### src/common/bdeu_pkg.sv
// constants and carrier types of the breakpoint and debug-event unit
// assumes one core clock; all event inputs come from logic on that clock
package bdeu_pkg;
  // ----------------------------------------
  // register offsets (byte addresses)
  // ----------------------------------------
  localparam logic [7:0] OFF_SLOT_BASE = 8'h00;
  localparam logic [7:0] OFF_SLOT_END = 8'h10;
  localparam logic [7:0] OFF_STATUS = 8'h18;
  localparam logic [7:0] OFF_CTRL = 8'h1C;
  localparam logic [7:0] OFF_CFG = 8'h20;
  // ----------------------------------------
  // field positions
  // ----------------------------------------
  localparam int NUM_SLOTS = 4;
  localparam int CTRL_GD_BIT = 13;
  localparam int CTRL_TYPE_LSB = 16;
  localparam int CTRL_LEN_LSB = 18;
  localparam int CTRL_SLOT_STRIDE = 4;
  localparam int STAT_BD_BIT = 13;
  localparam int STAT_BS_BIT = 14;
  localparam int STAT_BT_BIT = 15;
  localparam int CFG_EXT_BIT = 0;
  localparam logic [31:0] CTRL_LOCAL_MASK = 32'h0000_0055;
  // ----------------------------------------
  // reset values
  // ----------------------------------------
  localparam logic [31:0] CTRL_RST = 32'h0000_0000;
  localparam logic [15:0] STAT_RST = 16'h0000;
  localparam logic [31:0] SLOT_RST = 32'h0000_0000;
  localparam logic CFG_EXT_RST = 1'b0;
  // ----------------------------------------
  // access type and length codes
  // ----------------------------------------
  localparam logic [1:0] TYPE_EXEC = 2'h0;
  localparam logic [1:0] TYPE_WR = 2'h1;
  localparam logic [1:0] TYPE_IO = 2'h2;
  localparam logic [1:0] TYPE_RW = 2'h3;
  localparam logic [1:0] LEN_1 = 2'h0;
  localparam logic [1:0] LEN_2 = 2'h1;
  localparam logic [1:0] LEN_4 = 2'h3;

  typedef struct packed {
    logic valid;
    logic we;
    logic [31:0] addr;
    logic [1:0] size;
  } bdeu_acc_t;

  typedef struct packed {
    logic real_mode;
    logic system_management_mode;
    logic [1:0] current_privilege_level;
  } bdeu_priv_t;
endpackage

### src/hw/bdeu_core.sv
// breakpoint and debug-event unit: four address slots, status, control
// assumes the core presents execute, data and i/o events on clk, and that
// debug-register moves arrive as classic wishbone cycles with privilege state
//
// The address map and the Wishbone register port were decided locally.
module bdeu_core
  import bdeu_pkg::*;
(
  input wire logic clk,
  input wire logic srst,
  input wire logic wb_cyc_i,
  input wire logic wb_stb_i,
  input wire logic wb_we_i,
  input wire logic [7:0] wb_adr_i,
  input wire logic [3:0] wb_sel_i,
  input wire logic [31:0] wb_dat_i,
  output logic [31:0] wb_dat_o,
  output logic wb_ack_o,
  input wire bdeu_priv_t priv,
  input wire logic exec_valid,
  input wire logic [31:0] exec_addr,
  input wire bdeu_acc_t mem_acc,
  input wire bdeu_acc_t io_acc,
  input wire logic insn_done,
  input wire logic single_step_flag,
  input wire logic resume_flag,
  input wire logic task_switch,
  input wire logic task_trap_bit,
  input wire logic brk_insn,
  output logic debug_exception,
  output logic breakpoint_exception,
  output logic general_protection_fault
);
  // ----------------------------------------
  // helpers
  // ----------------------------------------
  function automatic logic [3:0] len_mask(input logic [1:0] len);
    case (len)
      LEN_1: len_mask = 4'h1;
      LEN_2: len_mask = 4'h3;
      default: len_mask = 4'hF;
    endcase
  endfunction

  // access that crosses a dword only compares its first dword: the core
  // splits such accesses anyway
  function automatic logic range_hit(input logic [31:0] base, input logic [1:0] len,
                                     input logic [31:0] addr, input logic [1:0] size);
    logic [3:0] sm;
    logic [3:0] am;
    logic [3:0] lm;
    lm = len_mask(len);
    // length masks the low base bits, so a misaligned base still covers its aligned span
    sm = lm << (base[1:0] & ~lm[2:1]);
    am = len_mask(size) << addr[1:0];
    range_hit = (base[31:2] == addr[31:2]) && ((sm & am) != 4'h0);
  endfunction

  function automatic logic [31:0] merge(input logic [31:0] old, input logic [31:0] nw,
                                        input logic [3:0] sel);
    for (int b = 0; b < 4; b++) begin
      merge[8*b +: 8] = sel[b] ? nw[8*b +: 8] : old[8*b +: 8];
    end
  endfunction

  // ----------------------------------------
  // state
  // ----------------------------------------
  logic [31:0] slot_r [NUM_SLOTS];
  logic [31:0] ctrl_r;
  logic [15:0] status_r;
  logic ext_r;
  logic ack_r;
  logic blocked_r;
  logic [31:0] dat_r;
  logic dbg_r;
  logic bp_r;
  logic gp_r;

  // ----------------------------------------
  // condition detection
  // ----------------------------------------
  logic [3:0] cond_hit;
  logic [3:0] exec_kind;
  logic [3:0] slot_en;
  logic bp_fire;
  logic step_fire;
  logic task_fire;
  logic attempt;
  logic priv_ok;
  logic gd_fire;
  logic gp_fire;
  logic dbg_fire;
  logic wr_take;
  logic [31:0] rd_val;

  always_comb begin
    logic [1:0] typ;
    logic [1:0] len;
    typ = TYPE_EXEC;
    len = LEN_1;
    cond_hit = 4'h0;
    exec_kind = 4'h0;
    slot_en = 4'h0;
    for (int i = 0; i < NUM_SLOTS; i++) begin
      typ = ctrl_r[CTRL_TYPE_LSB + CTRL_SLOT_STRIDE*i +: 2];
      len = ctrl_r[CTRL_LEN_LSB + CTRL_SLOT_STRIDE*i +: 2];
      slot_en[i] = ctrl_r[2*i] | ctrl_r[2*i+1];
      case (typ)
        TYPE_EXEC: begin
          cond_hit[i] = exec_valid && (exec_addr == slot_r[i]);
          exec_kind[i] = 1'b1;
        end
        TYPE_WR: cond_hit[i] = mem_acc.valid && mem_acc.we && range_hit(slot_r[i], len, mem_acc.addr, mem_acc.size);
        TYPE_IO: cond_hit[i] = ext_r && io_acc.valid
                               && range_hit(slot_r[i], len, {16'h0000, io_acc.addr[15:0]}, io_acc.size);
        default: cond_hit[i] = mem_acc.valid && range_hit(slot_r[i], len, mem_acc.addr, mem_acc.size);
      endcase
    end
  end

  // resume only masks instruction breaks; data and i/o breaks still fire
  assign bp_fire = |(cond_hit & slot_en & ~(exec_kind & {4{resume_flag}}));
  assign step_fire = insn_done & single_step_flag;
  assign task_fire = task_switch & task_trap_bit;
  assign attempt = wb_cyc_i & wb_stb_i & ~ack_r;
  assign priv_ok = priv.real_mode | priv.system_management_mode | (priv.current_privilege_level == 2'h0);
  assign gp_fire = attempt & ~priv_ok;
  assign gd_fire = attempt & priv_ok & ctrl_r[CTRL_GD_BIT];
  assign dbg_fire = bp_fire | step_fire | task_fire | gd_fire;
  assign wr_take = wb_cyc_i & wb_stb_i & ack_r & wb_we_i & ~blocked_r;

  always_comb begin
    rd_val = 32'h0000_0000;
    if (wb_adr_i < OFF_SLOT_END) begin
      rd_val = slot_r[wb_adr_i[3:2]];
    end else if (wb_adr_i == OFF_STATUS) begin
      rd_val = {16'h0000, status_r};
    end else if (wb_adr_i == OFF_CTRL) begin
      rd_val = ctrl_r;
    end else if (wb_adr_i == OFF_CFG) begin
      rd_val[CFG_EXT_BIT] = ext_r;
    end
  end

  // ----------------------------------------
  // bus slave: ack one cycle after the request
  // ----------------------------------------
  always_ff @(posedge clk) begin
    if (srst) begin
      ack_r <= 1'b0;
    end else begin
      ack_r <= wb_cyc_i & wb_stb_i & ~ack_r;
    end
  end

  // a refused move still completes on the bus, reads zero and writes nothing
  always_ff @(posedge clk) begin
    if (srst) begin
      blocked_r <= 1'b0;
      dat_r <= 32'h0000_0000;
    end else if (attempt) begin
      blocked_r <= ~priv_ok | ctrl_r[CTRL_GD_BIT];
      dat_r <= (~priv_ok | ctrl_r[CTRL_GD_BIT]) ? 32'h0000_0000 : rd_val;
    end
  end

  // ----------------------------------------
  // address slots
  // ----------------------------------------
  always_ff @(posedge clk) begin
    if (srst) begin
      for (int i = 0; i < NUM_SLOTS; i++) begin
        slot_r[i] <= SLOT_RST;
      end
    end else if (wr_take && wb_adr_i < OFF_SLOT_END) begin
      slot_r[wb_adr_i[3:2]] <= merge(slot_r[wb_adr_i[3:2]], wb_dat_i, wb_sel_i);
    end
  end

  // ----------------------------------------
  // control: hardware clears win over a same-cycle write
  // ----------------------------------------
  always_ff @(posedge clk) begin
    if (srst) begin
      ctrl_r <= CTRL_RST;
    end else begin
      logic [31:0] c;
      c = ctrl_r;
      if (wr_take && wb_adr_i == OFF_CTRL) begin
        c = merge(c, wb_dat_i, wb_sel_i);
      end
      if (task_switch) begin
        c = c & ~CTRL_LOCAL_MASK;
      end
      if (dbg_fire) begin
        c[CTRL_GD_BIT] = 1'b0; // handler must be able to reach the registers
      end
      ctrl_r <= c;
    end
  end

  always_ff @(posedge clk) begin
    if (srst) begin
      ext_r <= CFG_EXT_RST;
    end else if (wr_take && wb_adr_i == OFF_CFG && wb_sel_i[0]) begin
      ext_r <= wb_dat_i[CFG_EXT_BIT];
    end
  end

  // ----------------------------------------
  // status: software clears, a same-cycle event still sets
  // ----------------------------------------
  always_ff @(posedge clk) begin
    if (srst) begin
      status_r <= STAT_RST;
    end else begin
      logic [15:0] s;
      logic [31:0] m;
      s = status_r;
      m = merge({16'h0000, s}, wb_dat_i, wb_sel_i);
      if (wr_take && wb_adr_i == OFF_STATUS) begin
        s = m[15:0];
      end
      if (dbg_fire || brk_insn) begin
        s[3:0] = s[3:0] | cond_hit;
        s[STAT_BD_BIT] = s[STAT_BD_BIT] | gd_fire;
        s[STAT_BS_BIT] = s[STAT_BS_BIT] | step_fire;
        s[STAT_BT_BIT] = s[STAT_BT_BIT] | task_fire;
      end
      status_r <= s;
    end
  end

  // ----------------------------------------
  // exception pulses
  // ----------------------------------------
  always_ff @(posedge clk) begin
    if (srst) begin
      dbg_r <= 1'b0;
      bp_r <= 1'b0;
      gp_r <= 1'b0;
    end else begin
      dbg_r <= dbg_fire;
      bp_r <= brk_insn;
      gp_r <= gp_fire;
    end
  end

  assign wb_ack_o = ack_r;
  assign wb_dat_o = dat_r;
  assign debug_exception = dbg_r;
  assign breakpoint_exception = bp_r;
  assign general_protection_fault = gp_r;
endmodule

### config.mk
export PLATFORM = sky130hd
export DESIGN_NAME = bdeu_core
export DESIGN_NICKNAME = d
export VERILOG_FILES = /design/src/common/bdeu_pkg.sv /design/src/hw/bdeu_core.sv
export SDC_FILE = /design/constraint.sdc
export NUM_CORES = 1
export LEC_CHECK = 0
export BUFFER_PORTS_ARGS = -buffer_cell sky130_fd_sc_hd__buf_2
export CAP_MARGIN = 25
export CORE_ASPECT_RATIO = 1.1
export CORE_MARGIN = 8
export CORE_UTILIZATION = 63
export CTS_CLUSTER_SIZE = 10
export DETAILED_ROUTE_END_ITERATION = 10
export HOLD_SLACK_MARGIN = 0.06
export PLACE_DENSITY = 0.95
export SYNTH_ARGS = -nofsm -noshare
export SYNTH_HDL_FRONTEND = slang
export SYNTH_SLANG_ARGS = --single-unit
### constraint.sdc
create_clock -name clk -period 9.1 [get_ports clk]
set_input_delay 0.455 -clock clk [delete_from_list [all_inputs] [get_ports clk]]
set_output_delay 0.455 -clock clk [all_outputs]
set_load 0.02 [all_outputs]
==> results of run 1 <==
## through the flow
step | setup WS [ns] | cell area (µm²)
finish | 5.186 | 15490
global route | 5.005 | 15490
detailed placement | 4.967 | 14780
floorplan | 5.737 | 13680
CTS | 5.361 | 15490
global placement | 5.093 | 14750
## per-layer routing
metal | GRT usage [%] | wire [µm] | vias up
li1 | - | - | 5322
met4 | 17.73 | 2859 | 0
met3 | 11.96 | 8373 | 223
met1 | 52.19 | 19640 | 6012
met5 | 0 | 0 | -
met2 | 65.58 | 25270 | 1234
## sequential cells by signal, indices dropped and copies added, names as in the netlist
register                  flops
ctrl_r                       32
slot_r                      128
wb_dat_o                     32
debug_exception               1
status_r                     16
general_protection_fault      1
ext_r                         1
breakpoint_exception          1
blocked_r                     1
wb_ack_o                      1
## synth_stat cells, types with 3 or more instances
master | instances | area, µm²
nor4_1 | 52 | 325.3
mux2i_1 | 39 | 390.4
o21ai_0 | 8 | 40.04
edfxtp_1 | 128 | 3844
xor2_1 | 155 | 1358
dfxtp_1 | 86 | 1722
a21oi_1 | 88 | 440.4
nor2_1 | 200 | 750.7
o21ai_1 | 3 | 15.01
nand2_1 | 80 | 300.3
nand2b_1 | 10 | 62.56
buf_2 | 12 | 60.06
nand4_1 | 42 | 262.8
o21a_1 | 3 | 22.52
nand3_1 | 31 | 155.2
xnor2_1 | 152 | 1331
and3_1 | 5 | 31.28
clkbuf_1 | 51 | 191.4
o21bai_1 | 6 | 45.04
or4_1 | 3 | 22.52
buf_1 | 6 | 22.52
nor3_1 | 29 | 145.1
o211ai_1 | 3 | 22.52
a221oi_1 | 3 | 26.28
a31oi_1 | 5 | 31.28
a22oi_1 | 33 | 247.7
a41oi_1 | 5 | 43.79
mux2_2 | 18 | 202.7
o22ai_1 | 4 | 25.02
a211oi_1 | 3 | 22.52
nor2b_1 | 8 | 50.05
mux4_2 | 32 | 720.7
a311oi_1 | 4 | 35.03
inv_1 | 38 | 142.6
or3_1 | 18 | 112.6
## how the worst min path moves through the flow
stage | from | endpoint
floorplan | ctrl_r[10] | ctrl_r[10]
global placement | ctrl_r[8] | ctrl_r[8]
detailed placement | ctrl_r[11] | ctrl_r[11]
CTS | single_step_flag | status_r[14]
global route | task_switch | ctrl_r[4]
finish | single_step_flag | status_r[14]
## cell families after synthesis
group	after synthesis
buf+inv	113
flops	214
mux	89
fa+ha+maj	1
xor+xnor	307
compound gates	185
simple gates	498
## power breakdown
group | switching (mW) | total, mW | leakage [nW] | internal, mW
Sequential | 0.0478 | 1.10 | 2.01 | 1.05
Combinational | 0.223 | 0.359 | 3.39 | 0.137
Clock | 0.394 | 0.919 | 0.343 | 0.525
Total | 0.665 | 2.37 | 5.74 | 1.71
## cell type report
| class | instances | share of cell area, % |
|---|---|---|
| Clock buffer | 41 | 4.563 |
| Clock inverter | 1 | 0.05654 |
| Inverter | 39 | 0.9450 |
| Multi-Input combinational cell | 1080 | 49.46 |
| Sequential cell | 214 | 35.93 |
| Tap cell | 290 | 2.342 |
| Timing Repair Buffer | 196 | 6.704 |
## worst max-delay path: stages (launching register included)
cell	delay, ns
dfxtp_1	0.34
nand2_1	0.06
nor3_1	0.43
nand2_1	0.63
or3_1	0.87
nand2b_1	0.77
buf_4	0.44
==> flow_metrics.py, run 1 <==
metrics = {
    "floorplanning": {
        "fp-row-count": 56,
        "pin_count": 200,
        "coreArea_mm2": 0.02130,
        "die_x_um": 156.5,
        "dieArea_mm2": 0.02669,
        "initial_core_util_pct": 64.21,
        "die_h_um": 170.5,
    },
    "grt": {
        "antenna_found_initial": 1,
        "grt_pass1_vias": 12573,
        "grt_max_degree": 67,
        "grt_pass1_wl_um": 80550,
        "grt_overflow": 0,
        "grt_util_all_layers_pct": 41.40,
    },
    "timing": {
        "post-route-min-period_ns": 3.914,
        "fin_crit_sh_pct": 43.02,
        "fin_tns_setup_ns": 0,
        "finalSetupViolCount": 0,
        "tightestPinTransition_ns": 0.9830,
        "hold_violations": 0,
        "fmax_ghz": 0.2555,
        "rsz0062_at_grt": "false",
        "slew_headroom_pct": 34.42,
        "finClkSkew_ns": 0.01134,
        "holdWs_ns": 0.1890,
        "maxSlewViolCount": 0,
    },
    "detailed_routing": {
        "wl_per_cell_um": 30.17,
        "wl_um": 56150,
        "ant_nets": 0,
        "route.detailed.drc": 0,
        "dr.pass1.iters": 8,
        "routed_via_density": 6.873,
        "drt_iter0_markers": 2141,
        "vias": 12791,
    },
    "hold_path": {
        "worstHoldPathCells": 3,
        "hold_path.class": "primary input to register",
    },
    "flow_run": {
        "maxCapViolations": 0,
    },
    "layout": {
        "area_growth_pct": 13.26,
        "final_cell_count_no_fill": 1861,
        "nets": 1720,
        "seqCellArea_mm2": 0.005565,
        "layout_common_cells": "nor2_1, buf_2, xor2_1",
        "n_antenna_cell": 0,
        "multiInputGateArea_mm2": 0.007662,
        "final_core_util_pct": 72.73,
        "drive_gt1_share_pct": 18.91,
        "n_fill_cell": 1532,
        "layout_commonest_cell": "nor2_1",
    },
    "pwr": {
        "leakage_nw": 5.744,
        "peakVddDrop_uv": 211.6,
        "p_total_mw": 2.374,
        "p_per_area_mw_per_mm2": 153.2,
    },
    "worst_setup_path": {
        "path_class": "register to register",
        "r2r_end": "slot_r[2][18]",
        "endpoint": "slot_r[2][18]",
        "crit_path_start_kind": "register",
        "required_ns": 9.29,
        "startpoint": "wb_ack_o",
        "worstPathMaxFanout": 21,
        "cp-end-kind": "register",
        "r2r_cells": 6,
        "r2r_slack_ns": 5.19,
        "crit-reg2reg-launch": "wb_ack_o",
        "arrival_ns": 4.10,
    },
    "synth": {
        "synthXorXnorAreaFrac_pct": 19.66,
        "synth-compound-area-share_pct": 8.883,
        "synthAdderAreaFrac_pct": 0.08233,
        "synth-seq-cells": 214,
        "yosysWarnings": 0,
        "synth_edf_count": 128,
        "ys.flop_type": "edfxtp_1",
        "synth.avg_cell_area_um2": 9.721,
        "syn-cell-area_mm2": 0.01368,
        "syn_inst": 1407,
        "yosys.cell_types.count": 73,
        "async_flop_share_pct": 0,
        "synthMuxAreaShare_pct": 9.606,
        "synth_seq_area_share_pct": 40.69,
        "synth_top_family_by_area": "XOR/XNOR gates",
        "yosys.area_share.simple_pct": 17.63,
        "syn_nets": 1571,
    },
    "cts": {
        "htreeDepth": 1,
        "cts_setup_buffers": 0,
        "cts_tree": "yes",
        "cts_inserted_buffers": 25,
        "cts.sinks": 214,
        "ctsResizeCount": 0,
        "clk_path_buf_depth": 3,
        "root_buffer": "clkbuf_16",
        "clock_latency_ns": 0.53,
        "cts.clk_slew.worst_paths_ns": 0.05,
        "cts_hold_buf": 0,
    },
    "placement": {
        "numPortBuffers": 182,
        "gp_congestion": 1.081,
        "dp.final_hpwl_um": 43050,
        "place_inst": 1819,
    },
    "status": {
        "status": "complete, no violations",
    },
}
No activity file was read; power rests on OpenSTA's default activity.
==> run 2: changes to the inputs <==
Settings changed: CORE_UTILIZATION 63 to 58, PLACE_DENSITY 0.95 to 0.92.
Clock period 9.1 ns to 3.65 ns, I/O delays scaled along.
==> flow_metrics.py, run 2 (synthesized netlist as in run 1, its figures left out) <==
metrics = {
    "status": {
        "status": "complete, no violations",
    },
    "layout": {
        "area_growth_pct": 17.19,
        "layout_commonest_cell": "nor2_1",
        "top_register": "slot_r",
        "layout_common_cells": "nor2_1, buf_2, xor2_1",
        "final_cell_count_no_fill": 1932,
        "nets": 1772,
        "largest_register_ffs": 128,
        "n_fill_cell": 1787,
        "drive_gt1_share_pct": 18.95,
    },
    "floorplanning": {
        "pin_count": 200,
        "dieArea_mm2": 0.02876,
        "fp-row-count": 59,
        "coreArea_mm2": 0.02340,
        "die_x_um": 162.4,
        "die_h_um": 177.1,
        "initial_core_util_pct": 58.45,
    },
    "placement": {
        "place_inst": 1843,
        "numPortBuffers": 182,
        "dp.final_hpwl_um": 43690,
        "gp_congestion": 1.073,
    },
    "hold_path": {
        "worstHoldPathCells": 3,
        "hold_end": "ctrl_r[30]",
        "holdCritStartpoint": "wb_sel_i[3]",
        "hold_path.class": "primary input to register",
    },
    "worst_setup_path": {
        "crit_path_frequent_cell": "nor4_1",
        "r2r_cells": 8,
        "crit-reg2reg-launch": "slot_r[1][27]",
        "critPathMaxStageDelay_ns": 0.57,
        "arrival_ns": 3.41,
        "cp_cell_sequence": "nor4_1 > nand4_1 > nor4_1 > buf_4 > a31oi_1 > o21ai_2 > a21oi_4 > a311oi_2",
        "r2r_end": "status_r[3]",
        "cp.buffers_inverters": 1,
        "r2r_slack_ns": 0.69,
        "path_class": "register to register",
        "crit_path_start_kind": "register",
        "cp-end-kind": "register",
        "crit_family": "simple AND/OR/NAND/NOR gates",
        "worstPathMaxFanout": 6,
        "cp_slowest_cell": "nor4_1",
        "required_ns": 4.10,
    },
    "grt": {
        "grt_max_degree": 109,
        "grt_overflow": 0,
        "grt_pass1_vias": 12876,
        "grt_pass1_wl_um": 84300,
        "antenna_found_initial": 3,
        "grt_util_all_layers_pct": 39.63,
    },
    "cts": {
        "cts.sinks": 214,
        "cts.clk_slew.worst_paths_ns": 0.06,
        "root_buffer": "clkbuf_16",
        "cts_tree": "yes",
        "clock_latency_ns": 0.54,
        "htreeDepth": 1,
        "cts_inserted_buffers": 25,
        "clk_path_buf_depth": 3,
    },
    "pwr": {
        "power_switching_mw": 1.702,
        "power.share.switching_pct": 28.37,
        "p_comb_share_pct": 16.1,
        "leakage_nw": 5.977,
        "power_frac_seq_pct": 45.4,
        "p_int_mw": 4.297,
        "peakVddDrop_uv": 367.6,
        "p_per_area_mw_per_mm2": 374.3,
        "pwr-share-clk_pct": 38.5,
    },
    "timing": {
        "fmax_ghz": 0.3380,
        "tightestPinTransition_ns": 0.8896,
        "finClkSkew_ns": 0.02154,
        "rsz0062_at_grt": "false",
        "maxSlewViolCount": 0,
        "post-route-min-period_ns": 2.959,
        "hold_violations": 0,
        "finalSetupViolCount": 0,
        "fin_tns_setup_ns": 0,
        "fin_crit_sh_pct": 81.06,
        "slew_headroom_pct": 40.14,
    },
    "detailed_routing": {
        "wl_um": 58940,
        "drt_iter0_markers": 2237,
        "ant_nets": 0,
        "dr.pass1.iters": 8,
        "vias": 13371,
        "routed_via_density": 6.921,
        "wl_per_cell_um": 30.51,
        "route.detailed.drc": 0,
    },
    "flow_run": {
        "maxCapViolations": 0,
    },
}
[run 2: layout make-up]
class,instances,area (µm²),area share [%]
multi-input combinational,1080,7660,47.79
sequential,214,5565,34.72
timing repair buffer,248,1548,9.656
clock buffer,43,713.2,4.450
tap,305,381.6,2.381
inverter,39,146.4,0.9133
clock inverter,1,8.758,0.05464
antenna,2,5.005,0.03123
[run 2: layer usage]
layer	GRT usage [%]	vias up	share of wire [%]
li1	-	5427	-
met1	49.28	6282	34
met2	62.42	1336	44
met3	10.07	324	14
met4	21.39	2	7.1
met5	0	-	0.022
[run 2: how the worst max path moves through the flow]
stage                        startpoint           end  cells past startpoint
after floorplan             wb_adr_i[2]  slot_r[0][0]                      5
after global placement      wb_adr_i[5]  status_r[14]                      7
after detailed placement    wb_adr_i[5]  status_r[14]                      7
after CTS                 slot_r[2][24]   status_r[3]                      8
after global routing           wb_ack_o     ctrl_r[2]                      7
final                     slot_r[1][27]   status_r[3]                      8
[run 2: worst register-to-register path, cell delays in order (launching register included)]
cell,delay (ns)
edfxtp_1,0.51
nor4_1,0.45
nand4_1,0.34
nor4_1,0.57
buf_4,0.23
a31oi_1,0.10
o21ai_2,0.31
a21oi_4,0.13
a311oi_2,0.25
[run 2: per-stage QoR]
step / util [%] / power [mW] / instance area (µm²) / worst slack, ns / hold WS, ns
6_report: 68.49 / 5.999 / 16030 / 0.6912 / 0.1044
3_3_place_gp: 63.47 / 3.631 / 14850 / 0.8896 / 0.4421
2_1_floorplan: - / 3.212 / 13680 / 0.5592 / 0.2618
5_1_grt: 68.49 / 6.090 / 16030 / 0.6152 / 0.1148
4_1_cts: 68.26 / 5.906 / 15970 / 0.7957 / 0.08657
3_5_place_dp: 63.47 / 3.637 / 14850 / 0.7246 / 0.4491
[run 2: timing repair]
action / CTS / global route
hold endpoints to repair: 47 / 14
gates resized for setup: 0 / 0
buffers inserted: 0 / 0
hold buffers: 40 / 1
[run 2: power groups by stage]
stage	clock (mW)	sequential [mW]	combinational, mW
2_1_floorplan	0	2.72	0.488
5_1_grt	2.38	2.72	0.986
6_report	2.31	2.73	0.964
3_5_place_dp	0	2.77	0.870
3_3_place_gp	0	2.77	0.866
4_1_cts	2.28	2.72	0.909
